===== config.mk =====
export PLATFORM = sky130hd
export DESIGN_NAME = omfs_ctrl
export DESIGN_NICKNAME = d
export VERILOG_FILES = /design/src/hw/omfs_pkg.sv /design/src/hw/omfs_ctrl.sv /design/src/hw/omfs_sync.sv
export VERILOG_INCLUDE_DIRS = /design/src /design/src/hw
export SDC_FILE = /design/constraint.sdc
export NUM_CORES = 1
export LEC_CHECK = 0
export ABC_AREA = 1
export BUFFER_PORTS_ARGS = -buffer_cell sky130_fd_sc_hd__buf_2
export CORE_MARGIN = 2
export CORE_UTILIZATION = 40
export DETAILED_ROUTE_END_ITERATION = 12
export GPL_TIMING_DRIVEN = 0
export PLACE_DENSITY_LB_ADDON = 0.08
export RECOVER_POWER = 50
export SETUP_SLACK_MARGIN = 0.3
export SLEW_MARGIN = 25
export SYNTH_ARGS = -nofsm -noshare
export SYNTH_HDL_FRONTEND = slang
export SYNTH_SLANG_ARGS = --single-unit

===== constraint.sdc =====
create_clock -name ref_clk -period 2.3 [get_ports ref_clk]
set_clock_uncertainty 0.05 [all_clocks]
set_input_delay 0.345 -clock ref_clk [delete_from_list [all_inputs] [get_ports ref_clk]]
set_output_delay 0.345 -clock ref_clk [all_outputs]
set_load 0.02 [all_outputs]

===== src/hw/omfs_consts.svh =====
`ifndef OMFS_CONSTS_SVH
`define OMFS_CONSTS_SVH

// Register map (word offsets, byte address = offset)
`define OMFS_REG_CTRL      4'h0
`define OMFS_REG_STATUS    4'h1
`define OMFS_REG_IRQ_STAT  4'h2
`define OMFS_REG_IRQ_MASK  4'h3
`define OMFS_REG_RESULT    4'h4
`define OMFS_REG_ERRCODE   4'h5
`define OMFS_REG_WINCNT    4'h6

// Control register fields
`define OMFS_CTRL_CLR_DIAG 0
`define OMFS_CTRL_RST      16'h0000

// Event bit positions
`define OMFS_EV_WDOG       0
`define OMFS_EV_OSC        1
`define OMFS_EV_MEM        2
`define OMFS_EV_PARITY     3
`define OMFS_EV_SENSOR     4
`define OMFS_EV_CMD        5
`define OMFS_EV_WIN_END    6
`define OMFS_EV_W          7

// Error code returned for readouts in diagnostic state
`define OMFS_ERR_CODE      16'hffff

// Mode encodings of the two-bit configuration field
`define OMFS_MODE_OWI_ONLY 2'h0
`define OMFS_MODE_WINDOW   2'h1
`define OMFS_MODE_OVERDRV  2'h2
`define OMFS_MODE_ANALOG   2'h3

// Window: 500 ms measured in internal oscillator cycles at 3 MHz
`define OMFS_WIN_MS        500
`define OMFS_OSC_KHZ       3000
`define OMFS_WIN_CYCLES    (`OMFS_WIN_MS * `OMFS_OSC_KHZ)

// Watchdog: system clock cycles without a kick
`define OMFS_WDOG_CYCLES   20'h186a0
// Oscillator monitor: longest gap between oscillator ticks in ref_clk cycles
`define OMFS_OSC_GAP       8'h40
// Measurement-start: number of conversions
`define OMFS_START_CONV    3'h5

`endif


===== src/hw/omfs_pkg.sv =====
package omfs_pkg;
   typedef enum logic [1:0] {
      OMFS_OWI_ONLY,
      OMFS_WINDOW,
      OMFS_OVERDRV,
      OMFS_ANALOG
   } omfs_mode_t;

   typedef enum logic [1:0] {
      OMFS_PIN_TRISTATE,
      OMFS_PIN_FAULT_BAND,
      OMFS_PIN_ANALOG
   } omfs_pin_t;
endpackage


===== src/hw/omfs_ctrl.sv =====
`timescale 1ns/1ps
`include "omfs_consts.svh"
module omfs_ctrl
   import omfs_pkg::*;
#(
   parameter int WIN_CYCLES = `OMFS_WIN_CYCLES,
   parameter int WDOG_CYCLES = `OMFS_WDOG_CYCLES
) (
   // Clock and reset
   input wire logic ref_clk,
   input wire logic rstn,
   // Startup sequencing
   input wire logic cfg_loaded,
   input wire logic [1:0] cfg_mode,
   input wire logic conv_done,
   // Internal oscillator tick (asynchronous level)
   input wire logic osc_tick,
   // Failure sources
   input wire logic wdog_kick,
   input wire logic mem_check_fail,
   input wire logic reg_parity_fail,
   input wire logic sensor_open,
   input wire logic sensor_short,
   // Conditioned result
   input wire logic [15:0] result,
   input wire logic result_valid,
   // One-wire link
   input wire logic enter_command_request,
   input wire logic owi_read_req,
   output logic owi_read_ack,
   output logic owi_read_refused,
   output logic [15:0] owi_read_data,
   // Output pin control
   output omfs_pkg::omfs_pin_t output_pin_mode,
   output logic output_pin_oe_n,
   // State indications
   output logic diagnostic_state,
   output logic command_state,
   output logic normal_run_state,
   output logic owi_window_open,
   // Register port
   input wire logic [3:0] reg_addr,
   input wire logic [15:0] reg_wdata,
   input wire logic reg_wr,
   input wire logic reg_rd,
   output logic [15:0] reg_rdata,
   // Interrupt
   output logic irq
);
   import omfs_pkg::*;

   typedef enum logic [2:0] {
      OMFS_ST_CFG,
      OMFS_ST_MSTART,
      OMFS_ST_WINDOW,
      OMFS_ST_NORMAL,
      OMFS_ST_COMMAND,
      OMFS_ST_DIAG
   } omfs_state_t;

   function automatic logic mode_has_window(input omfs_mode_t m);
      return (m == OMFS_WINDOW) || (m == OMFS_OVERDRV);
   endfunction

   function automatic logic mode_drives_early(input omfs_mode_t m);
      return (m == OMFS_OVERDRV) || (m == OMFS_ANALOG);
   endfunction

   // Even parity of a control register word
   function automatic logic word_parity(input logic [15:0] v);
      return ^v;
   endfunction

   omfs_state_t state_ff, nxt_state;
   omfs_mode_t mode_ff;
   logic [22:0] win_cnt_ff;
   logic [2:0] conv_cnt_ff;
   logic [19:0] wdog_cnt_ff;
   logic [7:0] osc_gap_ff;
   logic osc_prev_ff;
   logic [`OMFS_EV_W-1:0] irq_stat_ff, irq_mask_ff, ev;
   logic [15:0] ctrl_ff;
   logic ctrl_par_ff, mask_par_ff, reg_par_err;
   logic osc_s;
   logic [6:0] async_s;
   logic wdog_fail, osc_fail, any_fail, osc_edge, win_open, cmd_take, clr_diag;

   // Pin-side and analog failure inputs enter through the synchroniser
   omfs_sync #(.W(8)) u_sync (
      .ref_clk(ref_clk),
      .rstn(rstn),
      .d({osc_tick, enter_command_request, owi_read_req, mem_check_fail,
          reg_parity_fail, sensor_open, sensor_short, wdog_kick}),
      .q({osc_s, async_s})
   );

   logic cmd_req_s, rd_req_s, mem_s, par_s, open_s, short_s, kick_s;
   assign {cmd_req_s, rd_req_s, mem_s, par_s, open_s, short_s, kick_s} = async_s;

   // Mode latched once the configuration memory has been read
   always_ff @(posedge ref_clk or negedge rstn) begin
      if (!rstn) begin
         mode_ff <= OMFS_OWI_ONLY;
      end else if (state_ff == OMFS_ST_CFG && cfg_loaded) begin
         mode_ff <= omfs_mode_t'(cfg_mode);
      end
   end

   // Watchdog
   always_ff @(posedge ref_clk or negedge rstn) begin
      if (!rstn) begin
         wdog_cnt_ff <= '0;
      end else if (kick_s || state_ff == OMFS_ST_CFG) begin
         wdog_cnt_ff <= '0;
      end else if (!wdog_fail) begin
         wdog_cnt_ff <= wdog_cnt_ff + 20'h1;
      end
   end
   assign wdog_fail = (wdog_cnt_ff >= 20'(WDOG_CYCLES));

   // Oscillator monitor: edges of the synchronised tick, gap counter
   always_ff @(posedge ref_clk or negedge rstn) begin
      if (!rstn) begin
         osc_prev_ff <= 1'b0;
         osc_gap_ff <= '0;
      end else begin
         osc_prev_ff <= osc_s;
         if (osc_edge) begin
            osc_gap_ff <= '0;
         end else if (osc_gap_ff != `OMFS_OSC_GAP) begin
            osc_gap_ff <= osc_gap_ff + 8'h1;
         end
      end
   end
   assign osc_edge = osc_s && !osc_prev_ff;
   assign osc_fail = (osc_gap_ff == `OMFS_OSC_GAP);

   assign any_fail = wdog_fail || osc_fail || mem_s || par_s || reg_par_err
                     || open_s || short_s;

   // Measurement start: count conversions
   always_ff @(posedge ref_clk or negedge rstn) begin
      if (!rstn) begin
         conv_cnt_ff <= '0;
      end else if (state_ff != OMFS_ST_MSTART) begin
         conv_cnt_ff <= '0;
      end else if (conv_done) begin
         conv_cnt_ff <= conv_cnt_ff + 3'h1;
      end
   end

   // Window timer counts internal oscillator cycles
   always_ff @(posedge ref_clk or negedge rstn) begin
      if (!rstn) begin
         win_cnt_ff <= '0;
      end else if (state_ff != OMFS_ST_WINDOW) begin
         win_cnt_ff <= '0;
      end else if (osc_edge && win_open) begin
         win_cnt_ff <= win_cnt_ff + 23'h1;
      end
   end
   assign win_open = (state_ff == OMFS_ST_WINDOW) && (win_cnt_ff < 23'(WIN_CYCLES));
   assign cmd_take = win_open && cmd_req_s;
   assign clr_diag = reg_wr && reg_addr == `OMFS_REG_CTRL
                     && reg_wdata[`OMFS_CTRL_CLR_DIAG];

   always_comb begin
      nxt_state = state_ff;
      case (state_ff)
         OMFS_ST_CFG: begin
            if (cfg_loaded) begin
               nxt_state = OMFS_ST_MSTART;
            end
         end
         OMFS_ST_MSTART: begin
            if (conv_done && conv_cnt_ff == `OMFS_START_CONV - 3'h1) begin
               nxt_state = mode_has_window(mode_ff) ? OMFS_ST_WINDOW : OMFS_ST_NORMAL;
            end
         end
         OMFS_ST_WINDOW: begin
            if (cmd_take) begin
               nxt_state = OMFS_ST_COMMAND;
            end else if (!win_open) begin
               nxt_state = OMFS_ST_NORMAL;
            end
         end
         OMFS_ST_NORMAL, OMFS_ST_COMMAND: begin
         end
         OMFS_ST_DIAG: begin
            if (clr_diag && !any_fail) begin
               nxt_state = OMFS_ST_CFG;
            end
         end
         default: nxt_state = OMFS_ST_CFG;
      endcase
      if (any_fail) begin
         nxt_state = OMFS_ST_DIAG;
      end
   end

   always_ff @(posedge ref_clk or negedge rstn) begin
      if (!rstn) begin
         state_ff <= OMFS_ST_CFG;
      end else begin
         state_ff <= nxt_state;
      end
   end

   // Output pin control
   always_comb begin
      output_pin_mode = OMFS_PIN_FAULT_BAND;
      case (state_ff)
         OMFS_ST_CFG, OMFS_ST_DIAG: output_pin_mode = OMFS_PIN_FAULT_BAND;
         OMFS_ST_MSTART: begin
            output_pin_mode = mode_drives_early(mode_ff) ? OMFS_PIN_FAULT_BAND
                                                         : OMFS_PIN_TRISTATE;
         end
         OMFS_ST_WINDOW: begin
            // Overdrive mode drives analog during the window; master overpowers it
            output_pin_mode = (mode_ff == OMFS_OVERDRV) ? OMFS_PIN_ANALOG
                                                        : OMFS_PIN_TRISTATE;
         end
         OMFS_ST_NORMAL: begin
            output_pin_mode = (mode_ff == OMFS_OWI_ONLY) ? OMFS_PIN_TRISTATE
                                                         : OMFS_PIN_ANALOG;
         end
         OMFS_ST_COMMAND: output_pin_mode = OMFS_PIN_TRISTATE;
         default: output_pin_mode = OMFS_PIN_FAULT_BAND;
      endcase
   end
   assign output_pin_oe_n = (output_pin_mode == OMFS_PIN_TRISTATE);

   assign diagnostic_state = (state_ff == OMFS_ST_DIAG);
   assign command_state = (state_ff == OMFS_ST_COMMAND);
   assign normal_run_state = (state_ff == OMFS_ST_NORMAL);
   assign owi_window_open = win_open;

   // One-wire readout
   logic rd_prev_ff, rd_edge, rd_allowed;
   assign rd_edge = rd_req_s && !rd_prev_ff;
   assign rd_allowed = (mode_ff != OMFS_ANALOG) || command_state;
   always_ff @(posedge ref_clk or negedge rstn) begin
      if (!rstn) begin
         rd_prev_ff <= 1'b0;
         owi_read_ack <= 1'b0;
         owi_read_refused <= 1'b0;
         owi_read_data <= '0;
      end else begin
         rd_prev_ff <= rd_req_s;
         owi_read_ack <= rd_edge && rd_allowed;
         owi_read_refused <= rd_edge && !rd_allowed;
         if (rd_edge && rd_allowed) begin
            owi_read_data <= diagnostic_state ? `OMFS_ERR_CODE : result;
         end
      end
   end

   // Interrupt status: set wins over write-one-to-clear
   assign ev = {state_ff == OMFS_ST_WINDOW && nxt_state == OMFS_ST_NORMAL, cmd_take,
                open_s || short_s, par_s || reg_par_err, mem_s, osc_fail, wdog_fail};
   always_ff @(posedge ref_clk or negedge rstn) begin
      if (!rstn) begin
         irq_stat_ff <= '0;
      end else begin
         irq_stat_ff <= (irq_stat_ff & ~((reg_wr && reg_addr == `OMFS_REG_IRQ_STAT)
                        ? reg_wdata[`OMFS_EV_W-1:0] : '0)) | ev;
      end
   end

   always_ff @(posedge ref_clk or negedge rstn) begin
      if (!rstn) begin
         irq_mask_ff <= '0;
         ctrl_ff <= `OMFS_CTRL_RST;
      end else if (reg_wr) begin
         if (reg_addr == `OMFS_REG_IRQ_MASK) begin
            irq_mask_ff <= reg_wdata[`OMFS_EV_W-1:0];
         end
         if (reg_addr == `OMFS_REG_CTRL) begin
            ctrl_ff <= reg_wdata;
         end
      end
   end
   // Parity bits kept beside the control registers; a later flip of any
   // stored bit shows as a mismatch and is handled like any failure
   always_ff @(posedge ref_clk or negedge rstn) begin
      if (!rstn) begin
         ctrl_par_ff <= ^`OMFS_CTRL_RST;
         mask_par_ff <= 1'b0;
      end else if (reg_wr) begin
         if (reg_addr == `OMFS_REG_IRQ_MASK) begin
            mask_par_ff <= word_parity({9'h000, reg_wdata[`OMFS_EV_W-1:0]});
         end
         if (reg_addr == `OMFS_REG_CTRL) begin
            ctrl_par_ff <= word_parity(reg_wdata);
         end
      end
   end
   assign reg_par_err = (ctrl_par_ff != word_parity(ctrl_ff))
                        || (mask_par_ff != word_parity({9'h000, irq_mask_ff}));

   assign irq = |(irq_stat_ff & irq_mask_ff);

   // Register readback, one cycle after the read strobe
   always_ff @(posedge ref_clk or negedge rstn) begin
      if (!rstn) begin
         reg_rdata <= '0;
      end else if (reg_rd) begin
         case (reg_addr)
            `OMFS_REG_CTRL: reg_rdata <= ctrl_ff;
            `OMFS_REG_STATUS: reg_rdata <= {8'h00, mode_ff, output_pin_mode,
                                            1'b0, state_ff};
            `OMFS_REG_IRQ_STAT: reg_rdata <= {8'h00, 1'b0, irq_stat_ff};
            `OMFS_REG_IRQ_MASK: reg_rdata <= {8'h00, 1'b0, irq_mask_ff};
            `OMFS_REG_RESULT: begin
               reg_rdata <= diagnostic_state ? `OMFS_ERR_CODE
                                             : (result_valid ? result : 16'h0000);
            end
            `OMFS_REG_ERRCODE: reg_rdata <= `OMFS_ERR_CODE;
            `OMFS_REG_WINCNT: reg_rdata <= win_cnt_ff[15:0];
            default: reg_rdata <= 16'h0000;
         endcase
      end else begin
         reg_rdata <= 16'h0000;
      end
   end
endmodule


===== src/hw/omfs_sync.sv =====
`timescale 1ns/1ps
// Two-flop synchroniser for a bus of asynchronous levels
module omfs_sync #(
   parameter int W = 1
) (
   input wire logic ref_clk,
   input wire logic rstn,
   input wire logic [W-1:0] d,
   output logic [W-1:0] q
);
   logic [W-1:0] meta_ff;

   always_ff @(posedge ref_clk or negedge rstn) begin
      if (!rstn) begin
         meta_ff <= '0;
         q <= '0;
      end else begin
         meta_ff <= d;
         q <= meta_ff;
      end
   end
endmodule


==> results of run 1 <==
power groups by stage:
stage                     registers (uW)  clock network (uW)  logic, uW
after CTS                           2860                2860        982
after global routing                2890                2970       1140
after detailed placement            2910                   0        950
after floorplan                     2870                   0        637
after global placement              2910                   0        930
final                               2870                2810        982
worst max path at each step:
| stage | slack, ns | to |
|---|---|---|
| 2_1_floorplan | 0.37 | output_pin_oe_n |
| 3_3_place_gp | -1.34 | osc_gap_ff[7] |
| 3_5_place_dp | -0.004 | irq_stat_ff[6] |
| 4_1_cts | 0.18 | owi_window_open |
| 5_1_grt | 0.09 | owi_window_open |
| 6_report | 0.17 | owi_window_open |
critical path, delay by kind of cell, from the launching register on:
kind / cells / cell delay (ns)
buf+inv: 2 / 0.21
simple gates: 4 / 0.42
compound gates: 1 / 0.16
flops: 1 / 0.51
synthesized netlist by cell type (all sizes together), types with 2 or more instances:
cell type,number
nand2,219
dfrtp,143
inv,130
o21ai,106
nor2,68
a21oi,41
nand3,30
xnor2,17
xor2,14
a221oi,13
nand4,13
nor3,13
clkbuf,11
ha,10
nor4,7
buf,6
nand3b,4
o22ai,4
a31oi,3
nor3b,3
o31ai,3
a2111oi,2
a22oi,2
a41oi,2
mux2i,2
o2bb2ai,2
registers in the layout, summed over array words and instances, names as in the netlist, 8 cells and up:
register and count:
ctrl_ff 16, wdog_cnt_ff 20, osc_gap_ff 8, owi_read_data 16, u_sync.meta_ff 8, reg_rdata 16
win_cnt_ff 23, u_sync.q 8
kinds of logic (layout without fill, tap and decap cells):
| logic type | count (synthesis) | after routing | synth area share (%) |
|---|---|---|---|
| buffers and inverters | 148 | 309 | 7.88 |
| AO/OA/AOI/OAI | 185 | 185 | 14.7 |
| XOR/XNOR | 31 | 31 | 3.81 |
| flip-flops | 143 | 143 | 50.2 |
| AND/OR/NAND/NOR | 358 | 358 | 21.3 |
| multiplexers | 2 | 2 | 0.281 |
| adder cells (fa/ha/maj) | 10 | 10 | 1.76 |
layer usage:
| layer | wire [microns] | part of all wire, % |
|---|---|---|
| met1 | 8990 | 47 |
| met5 | 0 | 0 |
| met3 | 832 | 4.3 |
| met2 | 9070 | 47 |
| met4 | 314 | 1.6 |
area by class of cell:
cell class / instances / area (sq um)
buffer: 17 / 97.6
clock buffer: 19 / 443
clock inverter: 13 / 153
fill: 1706 / 8360
inverter: 131 / 500
multi-input combinational: 586 / 3160
sequential: 143 / 3580
tap: 225 / 282
timing repair buffer: 129 / 776
timing repair:
action	4_1_cts	5_1_grt
pin swaps	7	12
endpoints found under the setup margin	25	70
hold buffers	9	0
buffers inserted	18	8
gates resized for setup	38	39
hold endpoints to repair	64	0
stage by stage:
stage / setup slack [ns] / cell area (sq um) / hold WS (ns)
5_1_grt: 0.0921 / 8990 / 0.118
3_3_place_gp: -1.34 / 7870 / 0.282
6_report: 0.166 / 8990 / 0.104
4_1_cts: 0.183 / 8870 / 0.102
3_5_place_dp: -0.00378 / 7910 / 0.255
2_1_floorplan: 0.365 / 7130 / -0.000591
==> run_results.csv, run 1 <==
group,metric,value,unit
outcome,status,"complete, no violations",
finish,final_common_cell,"nand2_1",
placed_design,gp_congestion,0.817,
yosys,synth_largest_area_cell,"dfrtp_1",
die,fp.dieW,137,microns
power,leakage,0.00423,uW
cts,htreeDepth,4,
global_route,grt_pass1_vias,5927,
worst_hold_path,hp-start,"reg_wdata[15]",
finish,drive_above_1_share,16.9,%
power,p_int,4720,uW
finish,diodes,0,
yosys,syn_avg_cell_area,8.13,sq um
critical_path,cp-start-kind,"flip-flop",
detailed_routing,routed_wl,19.2,mm
finish,utilization,51.8,%
worst_hold_path,worstHoldPathCells,3,
placed_design,dp_cells,1196,
critical_path,crit_path_end_kind,"primary output",
detailed_routing,num_vias,6291,
die,rows,48,
cts,cts_tree,"done",
die,dieHeight,137,microns
critical_path,cp_slowest_stage_delay,0.51,ns
global_route,antenna_found_initial,0,
global_route,overflow,0,
power,pwr-share-clk,42.2,%
power,comb_power_share,14.7,%
cts,clockRootBuffer,"clkbuf_16",
critical_path,crit_fanout,4,
sta,maxSlewViolCount,0,
detailed_routing,dr.pass1.iters,5,
die,initial_core_util,41.1,%
global_route,grtUsageMet2,34.6,%
yosys,synth_cell_types,43,
yosys,ys_seq_area_share,50.2,%
placed_design,placement.io_buffers,93,
placed_design,dp_hpwl,14.0,mm
critical_path,critPathArrivalTime,1.74,ns
power,peakVddDrop,556,uV
yosys,syn_nets,940,
finish,nNetsFinal,1088,
cts,numCtsBuffers,17,
yosys,netlist_instances,877,
critical_path,cp-startpoint,"state_ff[1]",
power,sw_frac_of_total,29.1,%
die,fp.coreArea,17400,sq um
sta,period_share,92.8,%
yosys,ys_ff_latch,143,
critical_path,rrSetupSlack,0.26,ns
yosys,synth_top_cell_area_share,50.2,%
yosys,synthTopCellsByArea,"dfrtp_1, nand2_1, o21ai_0, inv_1, nor2_1",
critical_path,crit_type,"flip-flop to primary output",
die,die_area,18900,sq um
sta,fmax,469,MHz
worst_hold_path,whs_endpoint,"ctrl_ff[15]",
critical_path,worstPathCellList,"nand2_4 > nor2_4 > nand3_2 > a21oi_2 > nand2_2 > inv_4 > buf_6",
cts,cts.sinks,143,
global_route,met3_usage,3.72,%
critical_path,r2r-start,"state_ff[1]",
yosys,async_flop_share,100,%
critical_path,r2r-end,"win_cnt_ff[6]",
cts,cts_buffer_depth,2,
sta,hold_violations,0,
yosys,ys_warn_count,0,
global_route,grt_use_total,21.4,%
finish,area_growth,26.2,%
power,p_switching,1940,uW
cts,clock_latency,0.43,ns
power,total_power,6670,uW
worst_hold_path,hold_path.class,"primary input to flip-flop",
power,cellPowerDensity,741,nW/um^2
global_route,use_met1,29.2,%
critical_path,required,1.90,ns
sta,relSlewSlack,57.2,%
detailed_routing,drc_errors,0,
critical_path,critPathSlowestCell,"dfrtp_1",
power,pwr-share-seq,43.1,%
detailed_routing,initialDrtViolationCount,465,
cts,clk_pin_slew,0.06,ns
run,maxCapViolations,0,
sta,tns,0,ns
yosys,synth_edf_count,0,
global_route,grt_max_degree,88,
yosys,ys.flop_type,"dfrtp_1",
critical_path,ff2ff_path_depth,12,
sta,period_minus_slack,2.13,ns
detailed_routing,ant_nets,0,
detailed_routing,vias_per_cell,4.98,
global_route,grt_first_pass_wirelength,30.6,mm
finish,fin_cells,1263,
global_route,gr-max-usage-layer,"met2",
sta,worst_pin_slew,0.637,ns
sta,setup_viol_count_final,0,
die,num_io_pins,95,
yosys,syn-cell-area,7130,sq um
detailed_routing,wl_per_cell,15.2,microns
finish,mostFrequentLayoutCells,"nand2_1, dfrtp_1, inv_1",
sta,rsz0062_at_grt,"yes",
Note: power is estimated with default switching activity, not from simulation.
==> inputs of run 2 (changes only) <==
--- a/config.mk
+++ b/config.mk
@@ -8,7 +8,8 @@
 export LEC_CHECK = 0
 export ABC_AREA = 1
 export BUFFER_PORTS_ARGS = -buffer_cell sky130_fd_sc_hd__buf_2
-export CORE_MARGIN = 2
+export CELL_PAD_IN_SITES_DETAIL_PLACEMENT = 0
+export CELL_PAD_IN_SITES_GLOBAL_PLACEMENT = 1
 export CORE_UTILIZATION = 40
 export DETAILED_ROUTE_END_ITERATION = 12
 export GPL_TIMING_DRIVEN = 0
==> run 2 against run 1 <==
First-iteration DRC count shrank 26%. Wire length is 2.9% higher. Register-to-register slack better by 0.04 ns. Non-clock buffer count grew 8. Critical path depth grew 1. Worst setup slack improved by 0.0044 ns. Combinational power grew 1%. Count of clock-buffer cells in the layout decreased by 1. Sequential share of layout area fell by 0.50 points. Sequential cell count stayed put.
==> run_results.csv, run 2 (synthesis results as in run 1) <==
group,metric,value,unit
outcome,status,"complete, no violations",
worst_hold_path,whs_endpoint,"ctrl_ff[7]",
critical_path,required,1.90,ns
critical_path,r2r-end,"win_cnt_ff[12]",
global_route,grt_pass1_vias,5886,
global_route,grt_use_total,22.6,%
power,cellPowerDensity,740,nW/um^2
detailed_routing,drc_errors,0,
power,pwr-share-seq,42.5,%
sta,layout_setup_ws,0.171,ns
power,comb_power_share,14.8,%
critical_path,rrSetupSlack,0.30,ns
critical_path,critPathSlowestCell,"dfrtp_1",
power,peakVddDrop,529,uV
finish,final_common_cell,"nand2_1",
critical_path,crit_path_end_kind,"primary output",
critical_path,crit_type,"flip-flop to primary output",
power,p_switching,1940,uW
detailed_routing,initialDrtViolationCount,342,
detailed_routing,routed_wl,19.8,mm
worst_hold_path,worstHoldPathCells,3,
sta,maxSlewViolCount,0,
die,rows,48,
cts,numCtsBuffers,17,
global_route,met3_usage,4.26,%
cts,htreeDepth,4,
cts,cts.sinks,143,
global_route,grtUsageMet2,33.8,%
sta,period_share,92.6,%
sta,hold_violations,0,
power,leakage,0.00429,uW
sta,worst_pin_slew,0.812,ns
finish,regMostFlops,"win_cnt_ff",
sta,setup_viol_count_final,0,
finish,nNetsFinal,1096,
detailed_routing,vias_per_cell,5.01,
finish,diodes,0,
critical_path,ff2ff_path_depth,14,
cts,clk_pin_slew,0.06,ns
critical_path,critPathArrivalTime,1.73,ns
power,pwr-share-clk,42.8,%
finish,fin_cells,1271,
detailed_routing,dr.pass1.iters,5,
finish,fillers,1711,
cts,cts_tree,"done",
die,dieHeight,135,microns
die,die_area,18400,sq um
finish,drive_above_1_share,18.6,%
finish,largest_reg_flops,23,
critical_path,worst_path_most_repeated_cell,"nand2_4",
global_route,overflow,0,
global_route,antenna_found_initial,0,
sta,rsz0062_at_grt,"yes",
die,initial_core_util,41.1,%
cts,clockRootBuffer,"clkbuf_16",
die,num_io_pins,95,
die,fp.coreArea,17400,sq um
detailed_routing,ant_nets,0,
sta,fmax,470,MHz
global_route,use_met1,32.7,%
placed_design,pre_cts_ws,-0.0312,ns
cts,cts_buffer_depth,2,
finish,largest_registers,"win_cnt_ff: 23 flops, wdog_cnt_ff: 20 flops",
global_route,grt_max_degree,79,
critical_path,cp-start-kind,"flip-flop",
power,p_int,4800,uW
detailed_routing,num_vias,6364,
critical_path,r2r-start,"state_ff[2]",
placed_design,dp_cells,1196,
die,fp.dieW,135,microns
detailed_routing,wl_per_cell,15.6,microns
sta,period_minus_slack,2.13,ns
sta,relSlewSlack,45.7,%
power,sw_frac_of_total,28.7,%
placed_design,placement.io_buffers,93,
worst_hold_path,hold_path.class,"primary input to flip-flop",
worst_hold_path,hp-start,"reg_wdata[7]",
sta,tns,0,ns
global_route,grt_first_pass_wirelength,31.1,mm
critical_path,worstPathCellList,"inv_1 > nand2_4 > nor2_4 > nand3_2 > a21oi_4 > nand2_4 > inv_4 > buf_6",
finish,mostFrequentLayoutCells,"nand2_1, dfrtp_1, inv_1",
critical_path,crit_fanout,3,
placed_design,dp_hpwl,14.5,mm
global_route,gr-max-usage-layer,"met2",
placed_design,gp_congestion,0.840,
run,maxCapViolations,0,
finish,area_growth,27.8,%
cts,clock_latency,0.43,ns
critical_path,cp_slowest_stage_delay,0.39,ns
[run 2: repair_timing]
item	4_1_cts	5_1_grt
hold buffers	9	0
pin swaps	8	7
buffers inserted	14	20
endpoints found under the setup margin	25	63
resized for setup	38	50
hold endpoints to repair	73	0
[run 2: worst max path at each step]
stage,start,to,slack (ns),depth (start not counted)
global placement,rstn,wdog_cnt_ff[11],-1.33,1
CTS,state_ff[2],owi_window_open,0.22,8
global route,state_ff[2],owi_window_open,0.07,8
finish,state_ff[2],owi_window_open,0.17,8
detailed placement,reg_addr[3],irq_stat_ff[6],-0.03,11
floorplan,state_ff[2],output_pin_oe_n,0.37,4
[run 2: layer usage]
layer | wire [microns] | vias up | share of wire (%)
li1 | - | 3194 | -
met1 | 9830 | 2989 | 50
met2 | 8780 | 158 | 44
met3 | 851 | 23 | 4.3
met4 | 309 | 0 | 1.6
met5 | 0 | - | 0
[run 2: power by group through the flow]
stage | Clock (uW) | Sequential, uW | Combinational, uW
2_1_floorplan | 0 | 2870 | 637
3_3_place_gp | 0 | 2900 | 941
3_5_place_dp | 0 | 2900 | 956
4_1_cts | 2930 | 2860 | 997
5_1_grt | 3030 | 2880 | 1140
6_report | 2880 | 2860 | 996
[run 2: critical path, delay by kind of cell, from the launching register on]
| kind | cells | cell delay (ns) |
|---|---|---|
| buffers and inverters | 3 | 0.35 |
| DFF | 1 | 0.39 |
| and+or+nand+nor | 4 | 0.40 |
| AOI/OAI and AO/OA | 1 | 0.16 |
[run 2: layout make-up]
class | instances | area (sq um) | share of cell area, %
multi-input combinational | 586 | 3200 | 35.1
sequential | 143 | 3580 | 39.3
timing repair buffer | 137 | 827 | 9.08
clock buffer | 18 | 429 | 4.71
clock inverter | 14 | 183 | 2.01
inverter | 131 | 502 | 5.51
buffer | 17 | 103 | 1.13
tap | 225 | 282 | 3.09
[run 2: metrics by stage]
stage / utilization, % / area [sq um] / total power (uW) / hold slack, ns
floorplan: - / 7130 / 3500 / -0.000591
global placement: 45.4 / 7870 / 3840 / 0.282
detailed placement: 45.6 / 7910 / 3860 / 0.279
CTS: 51.0 / 8850 / 6790 / 0.0815
global route: 52.5 / 9110 / 7060 / 0.108
finish: 52.5 / 9110 / 6740 / 0.0981
==> inputs of run 3 (changes only) <==
--- a/config.mk
+++ b/config.mk
@@ -13,7 +13,7 @@
 export CORE_UTILIZATION = 40
 export DETAILED_ROUTE_END_ITERATION = 12
 export GPL_TIMING_DRIVEN = 0
-export PLACE_DENSITY_LB_ADDON = 0.08
+export PLACE_DENSITY = 0.76
 export RECOVER_POWER = 50
 export SETUP_SLACK_MARGIN = 0.3
 export SLEW_MARGIN = 25
==> run 3 against run 2 <==
Non-clock buffer count rose by 8. First-iteration DRC count rose by 37%. Sequential share of layout area fell by 0.40 points. Combinational power fell by 0.8%. Fmax fell by 1.3%. Power fell by 1.2%. Clock power fell by 2%. Via count rose by 1.2%. Cell area rose by 1.0%. Hold slack improved by 0.0027 ns. Worst setup slack got worse by 0.029 ns. Sequential power barely moved.
==> run_results.csv, run 3 (synthesis results as in run 1) <==
group,metric,value,unit
sta,layout_setup_ws,0.142,ns
finish,multi_input_area,3220,sq um
worst_hold_path,hold_path.class,"primary input to flip-flop",
sta,worst_pin_slew,0.765,ns
critical_path,cp_top_family,"buffers and inverters",
placed_design,pre_cts_ws,-0.0240,ns
detailed_routing,initialDrtViolationCount,470,
finish,largest_registers,"win_cnt_ff: 23 flops, wdog_cnt_ff: 20 flops",
cts,cts.sinks,143,
finish,fin_cells,1280,
finish,largest_reg_flops,23,
critical_path,crit_buf_inv,3,
power,leakage,0.00431,uW
run,maxCapViolations,0,
critical_path,critPathArrivalTime,1.76,ns
finish,final_common_cell,"nand2_1",
power,cellPowerDensity,724,nW/um^2
global_route,antenna_found_initial,1,
cts,numCtsBuffers,17,
critical_path,crit_path_end_kind,"primary output",
placed_design,post_dp_cell_area,7910,sq um
finish,area_growth,29.1,%
die,rows,48,
finish,seqCellArea,3580,sq um
finish,fillers,1683,
die,fp.dieW,135,microns
outcome,status,"complete, no violations",
placed_design,dp_cells,1196,
global_route,grt_first_pass_wirelength,31.2,mm
sta,period_share,93.8,%
critical_path,cp_slowest_stage_delay,0.38,ns
placed_design,placement.io_buffers,93,
finish,nNetsFinal,1104,
finish,drive_above_1_share,18.3,%
die,die_area,18400,sq um
critical_path,crit_type,"flip-flop to primary output",
critical_path,required,1.90,ns
finish,mostFrequentLayoutCells,"nand2_1, dfrtp_1, inv_1",
cts,clk_pin_slew,0.06,ns
power,peakVddDrop,508,uV
cts,cts_buffer_depth,2,
detailed_routing,num_vias,6442,
cts,clockRootBuffer,"clkbuf_16",
critical_path,crit_fanout,4,
cts,htreeDepth,4,
detailed_routing,wl_per_cell,15.2,microns
detailed_routing,ant_nets,0,
sta,relSlewSlack,48.8,%
sta,setup_viol_count_final,0,
detailed_routing,vias_per_cell,5.03,
sta,period_minus_slack,2.16,ns
placed_design,dp_hpwl,14.1,mm
finish,utilization,53.0,%
finish,fin_area,9200,sq um
cts,cts_tree,"done",
die,dieHeight,135,microns
placed_design,gp_congestion,0.837,
global_route,grt_max_degree,85,
critical_path,cp-start-kind,"flip-flop",
die,initial_core_util,41.1,%
cts,clock_latency,0.43,ns
detailed_routing,dr.pass1.iters,5,
die,num_io_pins,95,
global_route,overflow,0,
sta,rsz0062_at_grt,"yes",
detailed_routing,drc_errors,0,
detailed_routing,routed_wl,19.5,mm
global_route,grt_pass1_vias,6130,
finish,regMostFlops,"win_cnt_ff",
sta,maxSlewViolCount,0,
critical_path,critPathSlowestCell,"dfrtp_1",
die,fp.coreArea,17400,sq um
sta,fmax,463,MHz
critical_path,worstPathCellList,"inv_1 > clkbuf_1 > nand3_4 > o21ai_4 > nor2_1 > buf_4",
sta,hold_violations,0,
global_route,grt_use_total,22.4,%
-- run 3: per-layer routing --
layer,global-route usage (%),share of wire [%]
met1,29.5,46
met2,36.6,48
met3,4.30,4.5
met4,7.99,1.6
met5,0,0
-- run 3: layout make-up --
cell class,instances,area share (%)
Sequential cell,143,38.9
Multi-Input combinational cell,586,35.0
Timing Repair Buffer,145,9.86
Inverter,131,5.48
Clock buffer,19,4.92
Tap cell,225,3.06
Clock inverter,13,1.66
Buffer,17,1.05
Antenna cell,1,0.0272
-- run 3: stage by stage --
step	total power (uW)	hold WS (ns)	TNS, ns
global route	7010	0.112	0
global placement	3820	0.284	-180.45
CTS	6710	0.0912	0
finish	6660	0.101	0
detailed placement	3840	0.254	-0.0240
floorplan	3500	-0.000591	0
-- run 3: worst min-delay path, cell delays in order --
cell and delay [ns]:
buf_2 0.10, nand2_1 0.05, inv_1 0.04
-- run 3: power by group --
part	internal, uW	total, uW	switching (uW)
Sequential	2690	2860	164
Combinational	388	988	600
Clock	1680	2820	1140
Total	4760	6660	1910
-- run 3: path summary, 6_finish.rpt --
kind | start | to | cells after the start | slack, ns
max in group asynchronous | rstn | state_ff[1] | 3 | 1.02
setup reg to reg | state_ff[2] | reg_rdata[3] | 10 | 0.23
hold reg to reg | u_sync.meta_ff[2] | u_sync.q[2] | 0 | 0.30
hold / removal | reg_rd | reg_rdata[5] | 3 | 0.10
setup / recovery | state_ff[2] | output_pin_oe_n | 6 | 0.14
min in group asynchronous | rstn | win_cnt_ff[13] | 2 | 0.38
-- run 3: what timing repair did --
item,CTS,global route
gates resized for setup,33,53
pin swaps,8,17
gates cloned,0,0
setup endpoints to repair,21,62
hold endpoints to repair,67,0
buffers inserted,21,21
hold buffers,9,0
